$ cat config.mk
export PLATFORM = sky130hd
export DESIGN_NAME = caf_router
export DESIGN_NICKNAME = d
export VERILOG_FILES = /design/src/caf_pkg.sv /design/src/caf_router.sv /design/src/caf_filter_slot.sv
export VERILOG_INCLUDE_DIRS = /design/src
export SDC_FILE = /design/constraint.sdc
export NUM_CORES = 1
export LEC_CHECK = 0
export ABC_AREA = 1
export BUFFER_PORTS_ARGS = -buffer_cell sky130_fd_sc_hd__buf_2
export CORE_UTILIZATION = 50
export DETAILED_ROUTE_END_ITERATION = 6
export GPL_ROUTABILITY_DRIVEN = 0
export HOLD_SLACK_MARGIN = 0.15
export PLACE_DENSITY = 0.68
export SETUP_SLACK_MARGIN = 0.4
export SLEW_MARGIN = 40
export SYNTH_ARGS = -nofsm -noshare
export SYNTH_HDL_FRONTEND = slang
export SYNTH_SLANG_ARGS = --single-unit
export TNS_END_PERCENT = 20
$ cat constraint.sdc
create_clock -name clk_i -period 24.6 [get_ports clk_i]
set_input_delay 2.46 -clock clk_i [delete_from_list [all_inputs] [get_ports clk_i]]
set_output_delay 2.46 -clock clk_i [all_outputs]
set_load 0.005 [all_outputs]
$ cat src/caf_cfg.svh
// register offsets, field positions, reset values for the acceptance filter router
`ifndef CAF_CFG_SVH
`define CAF_CFG_SVH

// ============================================================
// register offsets (byte addresses)
`define CAF_ADDR_W 8
`define CAF_OFS_FLT_TWO 8'h00
`define CAF_OFS_FLT_THREE 8'h04
`define CAF_OFS_MODE 8'h08
`define CAF_OFS_MASK0 8'h10
`define CAF_OFS_MASK1 8'h14
`define CAF_OFS_MASK2 8'h18
`define CAF_OFS_FID_BASE 8'h20
`define CAF_OFS_FIFO_BASE 8'h40

// ============================================================
// field positions and codes
`define CAF_FLT_ON_BIT 7
`define CAF_DEPTH_LSB 16
`define CAF_DEPTH_MSB 20
`define CAF_MODE_CONFIG 3'h4
`define CAF_MODE_RST 3'h4
`define CAF_MSEL_RSV 2'h3
`define CAF_FIFO_REGS 16

`endif

$ cat src/caf_pkg.sv
// types shared by the acceptance filter router
package caf_pkg;
    typedef logic [1:0] caf_msel_t;
    typedef logic [4:0] caf_dest_t;
    typedef logic [2:0] caf_mode_t;
    typedef logic [3:0] caf_fnum_t;
    typedef logic [5:0] caf_depth_t;
endpackage

$ cat src/caf_router.sv
// acceptance filter routing with filter and fifo control registers
//
// Function
// - filter matches only while its enable is one
// - mask choice 00/01/10 picks mask 0/1/2
// - match goes to fifo named by destination
// - mask choice and destination locked while filter enabled
// - word two: filter nine upper, eight lower
// - word three: filter thirteen upper, twelve lower
// - sixteen fifo words, depth at 20-16
// - fifo holds depth field plus one messages
// - depth writable only in configuration mode
//
// The address-and-strobe port and the placing of the registers were left to the implementer.
`timescale 1ns/1ps
`include "caf_cfg.svh"
module caf_router #(
    parameter int ID_W = 29
) (
    input wire logic clk_i,
    input wire logic rst_i,
    input wire logic [`CAF_ADDR_W-1:0] addr_i,
    input wire logic [31:0] wdata_i,
    input wire logic we_i,
    input wire logic re_i,
    output logic [31:0] rd_data_o,
    input wire logic msg_valid_i,
    input wire logic [ID_W-1:0] msg_id_i,
    output logic route_valid_o,
    output caf_pkg::caf_dest_t route_fifo_o,
    output caf_pkg::caf_fnum_t route_filter_o,
    output caf_pkg::caf_depth_t route_depth_o,
    output caf_pkg::caf_mode_t op_mode_o
);
    import caf_pkg::*;

    typedef struct packed {
        logic [3:0] en;
        logic [3:0][1:0] msel;
        logic [3:0][4:0] dest;
        logic [3:0][ID_W-1:0] fid;
        logic [2:0][ID_W-1:0] mask;
        logic [2:0] mode;
        logic [15:0][4:0] depth;
        logic [31:0] rd_data;
        logic rt_valid;
        logic [4:0] rt_fifo;
        logic [3:0] rt_filter;
        logic [5:0] rt_depth;
    } caf_state_t;

    caf_state_t q;
    caf_state_t d;
    logic [3:0] hit;
    logic fifo_sel;
    logic [3:0] fifo_idx;

    assign fifo_sel = (addr_i[7:6] == 2'h1) && (addr_i[1:0] == 2'h0);
    assign fifo_idx = addr_i[5:2];

    // ============================================================
    // filter slots: index 0..3 are filters 8, 9, 12, 13
    genvar g;
    generate
        for (g = 0; g < 4; g++)
        begin : g_slot
            caf_filter_slot #(.ID_W(ID_W)) u_slot (
                .en_i(q.en[g]),
                .msel_i(q.msel[g]),
                .filt_id_i(q.fid[g]),
                .mask0_i(q.mask[0]),
                .mask1_i(q.mask[1]),
                .mask2_i(q.mask[2]),
                .msg_id_i(msg_id_i),
                .hit_o(hit[g])
            );
        end
    endgenerate

    // ============================================================
    // next state
    always_comb
    begin
        logic [7:0] fb;
        logic [1:0] win;
        logic [4:0] dst;
        fb = '0;
        win = '0;
        dst = '0;
        d = q;
        d.rd_data = '0;
        d.rt_valid = 1'b0;
        // register writes
        if (we_i)
        begin
            for (int k = 0; k < 4; k++)
            begin
                if (addr_i == ((k < 2) ? `CAF_OFS_FLT_TWO : `CAF_OFS_FLT_THREE))
                begin
                    fb = wdata_i[8*(k%2) +: 8];
                    d.en[k] = fb[`CAF_FLT_ON_BIT];
                    if (!q.en[k])
                    begin
                        d.msel[k] = fb[6:5];
                        d.dest[k] = fb[4:0];
                    end
                end
                if (addr_i == `CAF_OFS_FID_BASE + 8'(4 * k))
                    d.fid[k] = wdata_i[ID_W-1:0];
            end
            for (int m = 0; m < 3; m++)
            begin
                if (addr_i == `CAF_OFS_MASK0 + 8'(4 * m))
                    d.mask[m] = wdata_i[ID_W-1:0];
            end
            if (addr_i == `CAF_OFS_MODE)
                d.mode = wdata_i[2:0];
            if (fifo_sel && q.mode == `CAF_MODE_CONFIG)
                d.depth[fifo_idx] = wdata_i[`CAF_DEPTH_MSB:`CAF_DEPTH_LSB];
        end
        // register reads, data in the next cycle only
        if (re_i)
        begin
            if (addr_i == `CAF_OFS_FLT_TWO)
                d.rd_data = {16'h0000, q.en[1], q.msel[1], q.dest[1],
                             q.en[0], q.msel[0], q.dest[0]};
            else if (addr_i == `CAF_OFS_FLT_THREE)
                d.rd_data = {16'h0000, q.en[3], q.msel[3], q.dest[3],
                             q.en[2], q.msel[2], q.dest[2]};
            else if (addr_i == `CAF_OFS_MODE)
                d.rd_data = {29'h0, q.mode};
            else if (fifo_sel)
                d.rd_data = {11'h000, q.depth[fifo_idx], 16'h0000};
            for (int k = 0; k < 4; k++)
            begin
                if (addr_i == `CAF_OFS_FID_BASE + 8'(4 * k))
                    d.rd_data = 32'(q.fid[k]);
            end
            for (int m = 0; m < 3; m++)
            begin
                if (addr_i == `CAF_OFS_MASK0 + 8'(4 * m))
                    d.rd_data = 32'(q.mask[m]);
            end
        end
        // routing: lowest filter index wins
        for (int k = 3; k >= 0; k--)
        begin
            if (hit[k])
                win = 2'(k);
        end
        if (msg_valid_i && (|hit))
        begin
            dst = q.dest[win];
            d.rt_valid = 1'b1;
            d.rt_fifo = dst;
            d.rt_filter = {1'b1, win[1], 1'b0, win[0]};
            if (dst < 5'(`CAF_FIFO_REGS))
                d.rt_depth = {1'b0, q.depth[dst[3:0]]} + 6'h01;
            else
                d.rt_depth = 6'h00;
        end
    end

    // ============================================================
    // state register
    always_ff @(posedge clk_i or posedge rst_i)
    begin
        if (rst_i)
        begin
            q <= '0;
            q.mode <= `CAF_MODE_RST;
        end
        else
            q <= d;
    end

    assign rd_data_o = q.rd_data;
    assign route_valid_o = q.rt_valid;
    assign route_fifo_o = q.rt_fifo;
    assign route_filter_o = q.rt_filter;
    assign route_depth_o = q.rt_depth;
    assign op_mode_o = q.mode;
endmodule

$ cat src/caf_filter_slot.sv
// one acceptance filter: enable, mask choice and id compare
`timescale 1ns/1ps
`include "caf_cfg.svh"
module caf_filter_slot #(
    parameter int ID_W = 29
) (
    input wire logic en_i,
    input wire caf_pkg::caf_msel_t msel_i,
    input wire logic [ID_W-1:0] filt_id_i,
    input wire logic [ID_W-1:0] mask0_i,
    input wire logic [ID_W-1:0] mask1_i,
    input wire logic [ID_W-1:0] mask2_i,
    input wire logic [ID_W-1:0] msg_id_i,
    output logic hit_o
);
    import caf_pkg::*;

    logic [ID_W-1:0] mask;
    logic valid_sel;

    // ============================================================
    // mask choice
    always_comb
    begin
        mask = '0;
        valid_sel = 1'b1;
        case (msel_i)
            2'h0: mask = mask0_i;
            2'h1: mask = mask1_i;
            2'h2: mask = mask2_i;
            default: valid_sel = 1'b0;
        endcase
    end

    // masked bits compare; disabled filter never hits
    assign hit_o = en_i && valid_sel && (((msg_id_i ^ filt_id_i) & mask) == '0);
endmodule

=== Yosys cells after proc, flatten, opt, wreduce, memory -nomap -nowiden ===
Cells that the tools add are included.

* Flip-flop bits (word level): 365
* Latch bits: 0
* Output and inout port bits: 51
* Bits of input ports: 74
* Memory bits (writable): 0
* Word-level logic and storage cells: 153
* Memories: 0
* Memory bits (read-only): 0

* Equal/unequal tests: 19
* Div/mod/pow operators: 0
* Order comparisons: 5
* Shift operators: 0
* Multiplexer cells: 35
* Add/subtract/negate cells: 1
* Bitwise operators: 12
* Reductions and logical operators: 42
* Multiply operators: 0

{| class="wikitable"
|+ Operator list
! kind !! number
|-
| case mux 29 bit (3 select lines) || 4
|-
| two-way mux 32 bit || 8
|-
| AND 29 bit || 4
|-
| zero test 29 bit || 4
|-
| bitwise XOR 29 bit || 4
|-
| two-way mux 21 bit || 4
|-
| bitwise mux 80 bit || 1
|-
| binary-select mux 5 bit (select 4 bit) || 2
|-
| equality test 8 x 6 -> 1 bit, second input constant || 4
|-
| equality test 8 x 5 -> 1 bit, second input constant || 3
|-
| AND reduction 2 bit || 11
|-
| demux 5 bit (select 4 bit) || 1
|-
| two-way mux 5 bit || 4
|-
| two-way mux 16 bit || 1
|-
| logical AND 1 bit || 12
|-
| AND reduction 3 bit || 4
|-
| OR reduction 3 bit || 4
|-
| binary-select mux 5 bit (select 2 bit) || 1
|-
| equality test 2 x 1 -> 1 bit, second input constant || 5
|-
| zero test 2 bit || 5
|-
| < comparator 4 x 5 -> 1 bit, second input constant || 2
|-
| equality test 2 bit, second input constant || 4
|-
| equality test 8 x 3 -> 1 bit, second input constant || 1
|-
| equality test 8 x 4 -> 1 bit, second input constant || 1
|-
| 11 further kinds || 20
|}

=== Longest topological paths before layout ===
Gate-level depths: netlist of run 1.

* Depth after elaboration: 16
* Gate-level depth with buffers: 32
* Mapped depth without buffers: 29

=== Modules after synthesis ===
Synthesis of run 1 repeated with hierarchy kept, for this count alone.

* Cells, all modules: 2895
* Area total of the unflattened synthesis: 21260.4 um^2

{| class="wikitable"
|+ By module, submodules not included
! module !! sequential area each (um^2) !! cells an instance !! area each (um^2) !! times used
|-
| caf_router || 9059.9 || 1983 || 16590.9 || 1
|-
| caf_filter_slot || 0.0 || 228 || 1167.4 || 4
|}

=== Worst setup path before layout of run 1 ===
OpenSTA, ideal clock, no wires.

* Path type: input to register
* From: input port msg_id_i[28]
* To: register q (netlist bit route_depth_o[4])
* Buffers on the path: 1
* Required time: 24.483 ns
* Slack: 19.831 ns
* Arrival time: 4.652 ns
* Setup time: 0.117 ns
* Stages on the path: 27
* Cell sequence: xor2_1 nand2_1 nand2_1 inv_1 nand2_1 nor2_1 nand2_1 nor2_2 nand2_1 nand2_2 nand2_4 nand2_1 nand3_4 nand2_4 buf_6 nand2_1 o211ai_1 nand3_1 nand3_1 nand2_1 inv_2 ha_1 inv_1 nor2_2 nand3_1 nand3_1 nand2_1

* Cells in the longest elaborated chain, start to end: 14
* Elaborated cells between the ends (all ways): 29
* Classes of those cells: 1 x add/sub; 1 x order compare; 9 x mux; 8 x bitwise; 10 x reduce/logical

{| class="wikitable"
|+ RTL lines
! element !! RTL line !! source
|-
| start: declaration || caf_router.sv:28 || <nowiki>input wire logic [ID_W-1:0] msg_id_i,</nowiki>
|-
| bitwise XOR 29 bit || caf_filter_slot.sv:36 || <nowiki>assign hit_o = en_i && valid_sel && (((msg_id_i ^ filt_id_i) & mask) == '0);</nowiki>
|-
| AND 29 bit || caf_filter_slot.sv:36 ||
|-
| zero test 29 bit || caf_filter_slot.sv:36 ||
|-
| logical AND 1 bit || caf_filter_slot.sv:36 ||
|-
| two-way mux 2 bit (4 in a row) || caf_router.sv:148 || <nowiki>if (hit[k])</nowiki>
|-
| binary-select mux 5 bit (select 2 bit) || caf_router.sv:153 || <nowiki>dst = q.dest[win];</nowiki>
|-
| two-way mux 5 bit (implied by the code) || caf_router.sv:153 ||
|-
| binary-select mux 5 bit (select 4 bit) || caf_router.sv:158 || <nowiki>d.rt_depth = {1'b0, q.depth[dst[3:0]]} + 6'h01;</nowiki>
|-
| two-way mux 5 bit (implied by the code) || caf_router.sv:158 ||
|-
| adder 5 x 1 -> 6 bit || caf_router.sv:158 ||
|-
| two-way mux 6 bit || caf_router.sv:157 || <nowiki>if (dst < 5'(`CAF_FIFO_REGS))</nowiki>
|-
| end: declaration || caf_router.sv:52 || <nowiki>caf_state_t q;</nowiki>
|}

Parallel ways exist; a longest one is shown, timed or not. The select of a mux whose other input is x is not followed.
A chain may end at the register's enable or synchronous reset.

=== Worst setup path after layout of run 1 ===
* From: input port msg_id_i[2]
* To: register q (netlist bit route_depth_o[4])

The elaborated chain is that of the path after synthesis.

==> out/results.txt, run 1 <==
maximum vdd ir drop -> 0.0405 mV
num rows -> 74
placed inst area -> 21,800 sq um
synth unique cells -> 43
maximum fanout along the worst path -> 14
vias in the first global route -> 20,179
Die X -> 207 um
Sw Share -> 32.2%
Syn. warnings -> 0
IO Pins -> 125
Max Clk Rate -> 0.177 GHz
post-synthesis sequential area ratio -> 43.0%
hold_sp -> route_filter_o[3]
# resized after CTS -> 0
design area -> 23,100 sq um
CTS tree -> yes
initial drt markers -> 2,928
synthesized area -> 21,100 sq um
Via Count -> 21,243
I/O Buffers -> 117
max-cap viol count -> 0
drt total wl -> 80,500 um
largest net degree at the start of global routing -> 108
detailed placer's ending HPWL -> 53,700 um
Area Overhead vs Synth -> 9.88%
part of the power in the clock network -> 38.9%
number of H-tree levels -> 2
Syn Area/Cell -> 7.35 sq um
Die Ht -> 207 um
Final period util -> 23.0%
status -> finished with violations
post-route minimum period -> 5660 ps
initial antenna violation count -> 0
pwr dens -> 67.9 nW/um^2
failing checks -> DRC
FF-to-FF setup slack -> 19,460 ps
type of origin of the critical path -> primary input
TritonCTS buffer count -> 41
Residual DRC -> 9
final net count -> 2,940
diode count -> 0
worst clock skew -> 29.7 ps
FF-to-FF End -> route_depth_o[4]
HP Class -> reg2reg
worst path arrival time -> 6120 ps
Pleak -> 11.2 nW
post-route ant nets -> 0
gr usage total -> 37.5%
P_int -> 1.07 mW
mean routed wirelength per cell -> 23.5 um
power share of the combinational group -> 19.8%
DR vias/cell -> 6.20
post-CTS setup buffer count -> 0
flops & latches, synth -> 362
Final Setup Violations -> 0
total clock sinks -> 362
Syn Inst Count -> 2,866
relative slew slack -> 43.1%
r2r worst-path depth -> 27
Detailed Routing Iterations Pass 1 -> 7
Core ar. -> 41,200 sq um
worst-skew pair later-pin latency -> 590 ps
CP required -> 25,060 ps
initial core utilization -> 51.1%
total grt overflow -> 0
NetSw -> 0.505 mW
Crit Reg-Reg Startpoint -> q[360]
Root Buffer -> clkbuf_16
crit end category -> flop
CTS Buffer Depth -> 3
hold buffers post-CTS -> 0
hold depth -> 1
RSZ-0062 raised after global routing -> false
layout cells sized above 1 -> 9.82%
final-report hold violation count -> 0
critical path class -> in2reg
Worst Max-Slew Pin Slew -> 852 ps
Max Slew Vio Count -> 0
setup TNS -> 0 ps
WHS Endpoint -> route_filter_o[3]
share of power burned in registers -> 41.3%
first-pass GRT wire length -> 122,000 um
Worst-path clk slew -> 60 ps
die area -> 42,900 sq um
## cell usage after synthesis (all sizes together)
cell type	n	area, sq um
dfrtp	361	9030
o31ai	2	15.0
a221oi	29	254
dfstp	1	26.3
or2	2	12.5
nand4	20	131
o22ai	9	56.3
a22oi	22	165
nand2	1083	4100
a21oi	23	119
inv	132	495
o21ai	354	1770
o221a	1	11.3
clkbuf	95	357
a22o	3	26.3
o2111ai	1	8.76
a41oi	20	175
a31oi	4	25.0
nand3	309	1570
buf	107	754
xor2	116	1020
a21boi	1	7.51
ha	1	12.5
nor2	111	442
nor3	5	35.0
clkinv	2	7.51
conb	1	3.75
o211ai	38	290
a221o	13	130
## how the worst max path moves through the flow
stage,start,to,slack [ps]
6_report,msg_id_i[2],route_depth_o[4],18940
5_1_grt,msg_id_i[2],route_depth_o[4],18750
4_1_cts,msg_id_i[2],route_depth_o[4],19090
3_5_place_dp,msg_id_i[2],route_depth_o[4],18520
3_3_place_gp,msg_id_i[2],route_depth_o[4],18370
2_1_floorplan,rst_i,op_mode_o[0],12090
## critical path: stages
cell	delay, ps
buf_2	150
xor2_1	150
nand2_1	210
nand2_1	80
nor3_1	250
nand3_1	100
nor2_1	210
nand2_1	120
nand2_2	140
nand2_2	220
a21oi_2	180
o21ai_1	70
nand2_1	450
inv_2	250
nand3_1	160
nand3_1	130
nand2_1	180
inv_1	60
ha_1	170
inv_1	80
nor2_2	50
nand2_1	50
nand2_1	50
nand3_1	70
nand2_1	50
## layout by cell type (no fill, tap or decap), drive strengths merged, types with 2 or more instances in the layout
cell | netlist | routed
nand4 | 20 | 20
dfrtp | 361 | 361
bufinv | 0 | 2
a221o | 13 | 13
a22o | 3 | 3
clkinvlp | 0 | 4
or2 | 2 | 2
conb | 1 | 4
inv | 132 | 130
xor2 | 116 | 116
o211ai | 38 | 38
nand2 | 1083 | 1083
a31oi | 4 | 4
buf | 107 | 155
a21oi | 23 | 23
nor3 | 5 | 5
a22oi | 22 | 22
o21ai | 354 | 354
a221oi | 29 | 29
a41oi | 20 | 20
o31ai | 2 | 2
nand3 | 309 | 309
nor2 | 111 | 111
o22ai | 9 | 9
clkinv | 2 | 13
clkbuf | 95 | 56
## power groups by stage
stage	combinational, mW	clock, mW	sequential, mW
after floorplan	0.227	0	0.651
after global placement	0.297	0	0.656
after detailed placement	0.303	0	0.658
after CTS	0.304	0.616	0.647
after global routing	0.339	0.638	0.652
final	0.311	0.611	0.648
## layer usage
metal | up-vias | share of wire [%] | track usage [%]
met5 | - | 0 | 0.222
met4 | 0 | 5.3 | 18.0
met3 | 317 | 15 | 12.0
met2 | 1565 | 41 | 54.2
met1 | 9928 | 39 | 50.9
li1 | 9433 | - | -
## flip-flops by register name, indices dropped and copies added (netlist names)
name / count
op_mode_o: 3
q: 315
rd_data_o: 29
route_depth_o: 6
route_fifo_o: 5
route_filter_o: 3
route_valid_o: 1
## kinds of logic (layout without fill, tap and decap cells)
| family | count (synthesis) | count (layout) | share of synthesized area, % |
|---|---|---|---|
| AO/OA/AOI/OAI | 520 | 520 | 14.5 |
| XOR/XNOR | 116 | 116 | 4.83 |
| adder cells (fa/ha/maj) | 1 | 1 | 0.0594 |
| buffers and inverters | 336 | 360 | 7.67 |
| flip-flops | 362 | 362 | 43.0 |
| other | 1 | 4 | 0.0178 |
| AND/OR/NAND/NOR | 1530 | 1530 | 29.9 |
## metrics by stage
stage	hold slack [ps]	cells	util (%)	worst slack [ps]	power, mW
finish	470	3425	56.1	18940	1.57
global route	498	3425	56.1	18750	1.63
CTS	469	3425	56.1	19090	1.57
detailed placement	456	3354	52.9	18520	0.961
global placement	448	3341	52.2	18370	0.954
floorplan	441	2869	-	12090	0.879
## area by class of cell
class	instances	area, sq um
fillers	3809	18100
multi-input cells	2171	10500
flip-flops and latches	362	9060
clock buffers	56	1160
repair buffers	155	1080
well taps	532	666
inverters	134	515
clock inverters	15	161
Note: power is estimated with default switching activity, not from simulation.
==> run 2: changes to the inputs <==
--- a/config.mk
+++ b/config.mk
@@ -12,7 +12,7 @@
 export DETAILED_ROUTE_END_ITERATION = 6
 export GPL_ROUTABILITY_DRIVEN = 0
 export HOLD_SLACK_MARGIN = 0.15
-export PLACE_DENSITY = 0.68
+export PLACE_DENSITY = 0.7
 export SETUP_SLACK_MARGIN = 0.4
 export SLEW_MARGIN = 40
 export SYNTH_ARGS = -nofsm -noshare
==> constraint.sdc (replaced) <==
create_clock -name clk_i -period 5.1 [get_ports clk_i]
set_input_delay 0.51 -clock clk_i [delete_from_list [all_inputs] [get_ports clk_i]]
set_output_delay 0.51 -clock clk_i [all_outputs]
set_load 0.005 [all_outputs]
==> run 2 against run 1 <==
  * The flow still finishes with violations (DRC)
  * Largest cell class unchanged
  * Flip-flop and latch count unchanged
  * Global-route usage fell by 1.5 points
  * Die area stayed put
  * Sequential share of layout area is 0.31 points lower
  * Largest power group is now clock
==> out/results.txt, run 2 (synthesis results as in run 1) <==
final worst slack -> 784 ps
critical path class -> reg2reg
vias in the first global route -> 20,081
largest reg by FF count -> q
DR vias/cell -> 6.16
Root Buffer -> clkbuf_16
final-report hold violation count -> 0
Worst-path clk slew -> 60 ps
Final Setup Violations -> 0
failing checks -> DRC
Core ar. -> 41,200 sq um
Die X -> 207 um
power share of the combinational group -> 19.6%
Die Ht -> 207 um
mean routed wirelength per cell -> 22.4 um
worst path arrival time -> 4770 ps
Hold Slack -> 259 ps
worst slack, placed -> 779 ps
initial drt markers -> 3,057
crit end category -> flop
Slowest-stage cell, CP -> dfrtp_1
total grt overflow -> 0
I/O Buffers -> 117
design area -> 23,300 sq um
share of power burned in registers -> 39.5%
maximum fanout along the worst path -> 44
layout cells sized above 1 -> 10.3%
worst-skew pair later-pin latency -> 590 ps
P_int -> 5.47 mW
initial antenna violation count -> 3
Final Core Density -> 56.6%
Via Count -> 21,248
Pleak -> 11.3 nW
HP Class -> in2reg
num rows -> 74
hold depth -> 3
hold_sp -> wdata_i[7]
maximum vdd ir drop -> 0.264 mV
die area -> 42,900 sq um
RSZ-0062 raised after global routing -> false
number of H-tree levels -> 2
IO Pins -> 125
part of the power in the clock network -> 40.9%
pwr dens -> 340 nW/um^2
gr usage total -> 36.0%
diode count -> 0
CP required -> 5560 ps
largest net degree at the start of global routing -> 85
r2r worst-path depth -> 28
CTS Buffer Depth -> 3
type of origin of the critical path -> flop
Max Clk Rate -> 0.232 GHz
drt total wl -> 77,300 um
Critical Path Max Stage Delay -> 540 ps
detailed placer's ending HPWL -> 51,900 um
first-pass GRT wire length -> 119,000 um
Worst Setup SP -> q[361]
post-route minimum period -> 4320 ps
total clock sinks -> 362
status -> finished with violations
final net count -> 2,956
Final period util -> 84.6%
FF-to-FF setup slack -> 780 ps
most frequent cells in the layout -> nand2_1 (1,067), dfrtp_1 (361), o21ai_0 (349)
Pwr Total -> 7.93 mW
Worst Max-Slew Pin Slew -> 876 ps
max-cap viol count -> 0
initial core utilization -> 51.1%
Sw Share -> 31.0%
CTS tree -> yes
TritonCTS buffer count -> 43
post-route ant nets -> 0
NetSw -> 2.46 mW
worst clock skew -> 30.8 ps
number of flip-flops in the largest register -> 315
relative slew slack -> 41.5%
post-CTS setup buffer count -> 0
Residual DRC -> 24
placed inst area -> 21,800 sq um
Max Slew Vio Count -> 0
Detailed Routing Iterations Pass 1 -> 7
Top cell by count, worst path -> nand2_1
Crit Reg-Reg Startpoint -> q[361]
Area Overhead vs Synth -> 10.8%
most common cell after layout, fill and taps aside -> nand2_1
run 2: cell count changes in the layout (fill, tap and decap cells not counted), moves of 6 or more:
cell	before	now
nor2_4	10	4
buf_12	0	8
clkbuf_8	8	17
buf_4	24	40
nor2_2	10	16
buf_16	8	1
run 2: critical path: cells and delay by family, from the launching register on:
kind            cells  cell delay, ps
compound gates      1             250
buf+inv             4             460
simple gates       22            2730
fa+ha+maj           1             150
flops               1             540
run 2: cell type report:
class                           instances  area, sq um
Inverter                              134          509
Multi-Input combinational cell       2171        10500
Tap cell                              532          666
Clock inverter                          8          133
Fill cell                            3801        17900
Clock buffer                           71         1370
Timing Repair Buffer                  169         1110
Sequential cell                       362         9060
run 2: stage by stage:
stage	TNS (ps)	cells
after floorplan	-95100	2869
after global placement	0	3366
after detailed placement	0	3367
after CTS	0	3447
after global routing	0	3447
final	0	3447
run 2: metal layers:
| metal | global-route usage [%] | wire length (um) | up-vias | part of all wire, % |
|---|---|---|---|---|
| li1 | - | - | 9461 | - |
| met4 | 19.8 | 4670 | 2 | 6.0 |
| met1 | 47.9 | 29300 | 10013 | 38 |
| met5 | 0 | 11 | - | 0.014 |
| met2 | 53.3 | 33000 | 1439 | 43 |
| met3 | 9.69 | 10300 | 333 | 13 |
run 2: final timing paths:
check                                          to
worst min-delay path                       q[362]
worst max register to register   route_depth_o[4]
worst max-delay path             route_depth_o[4]
min in group asynchronous           rd_data_o[18]
max in group asynchronous            op_mode_o[2]
worst min register to register  route_filter_o[3]
run 2: power by group through the flow:
stage	Sequential, mW	Combinational (mW)	Clock, mW
finish	3.13	1.56	3.24
CTS	3.13	1.51	3.27
global placement	3.17	1.46	0
global route	3.15	1.70	3.39
floorplan	3.14	1.10	0
detailed placement	3.18	1.50	0
run 2: what timing repair did:
item,4_1_cts,5_1_grt
endpoints found under the hold margin,28,0
hold buffers,1,0
endpoints found under the setup margin,0,1
resized for setup,0,3
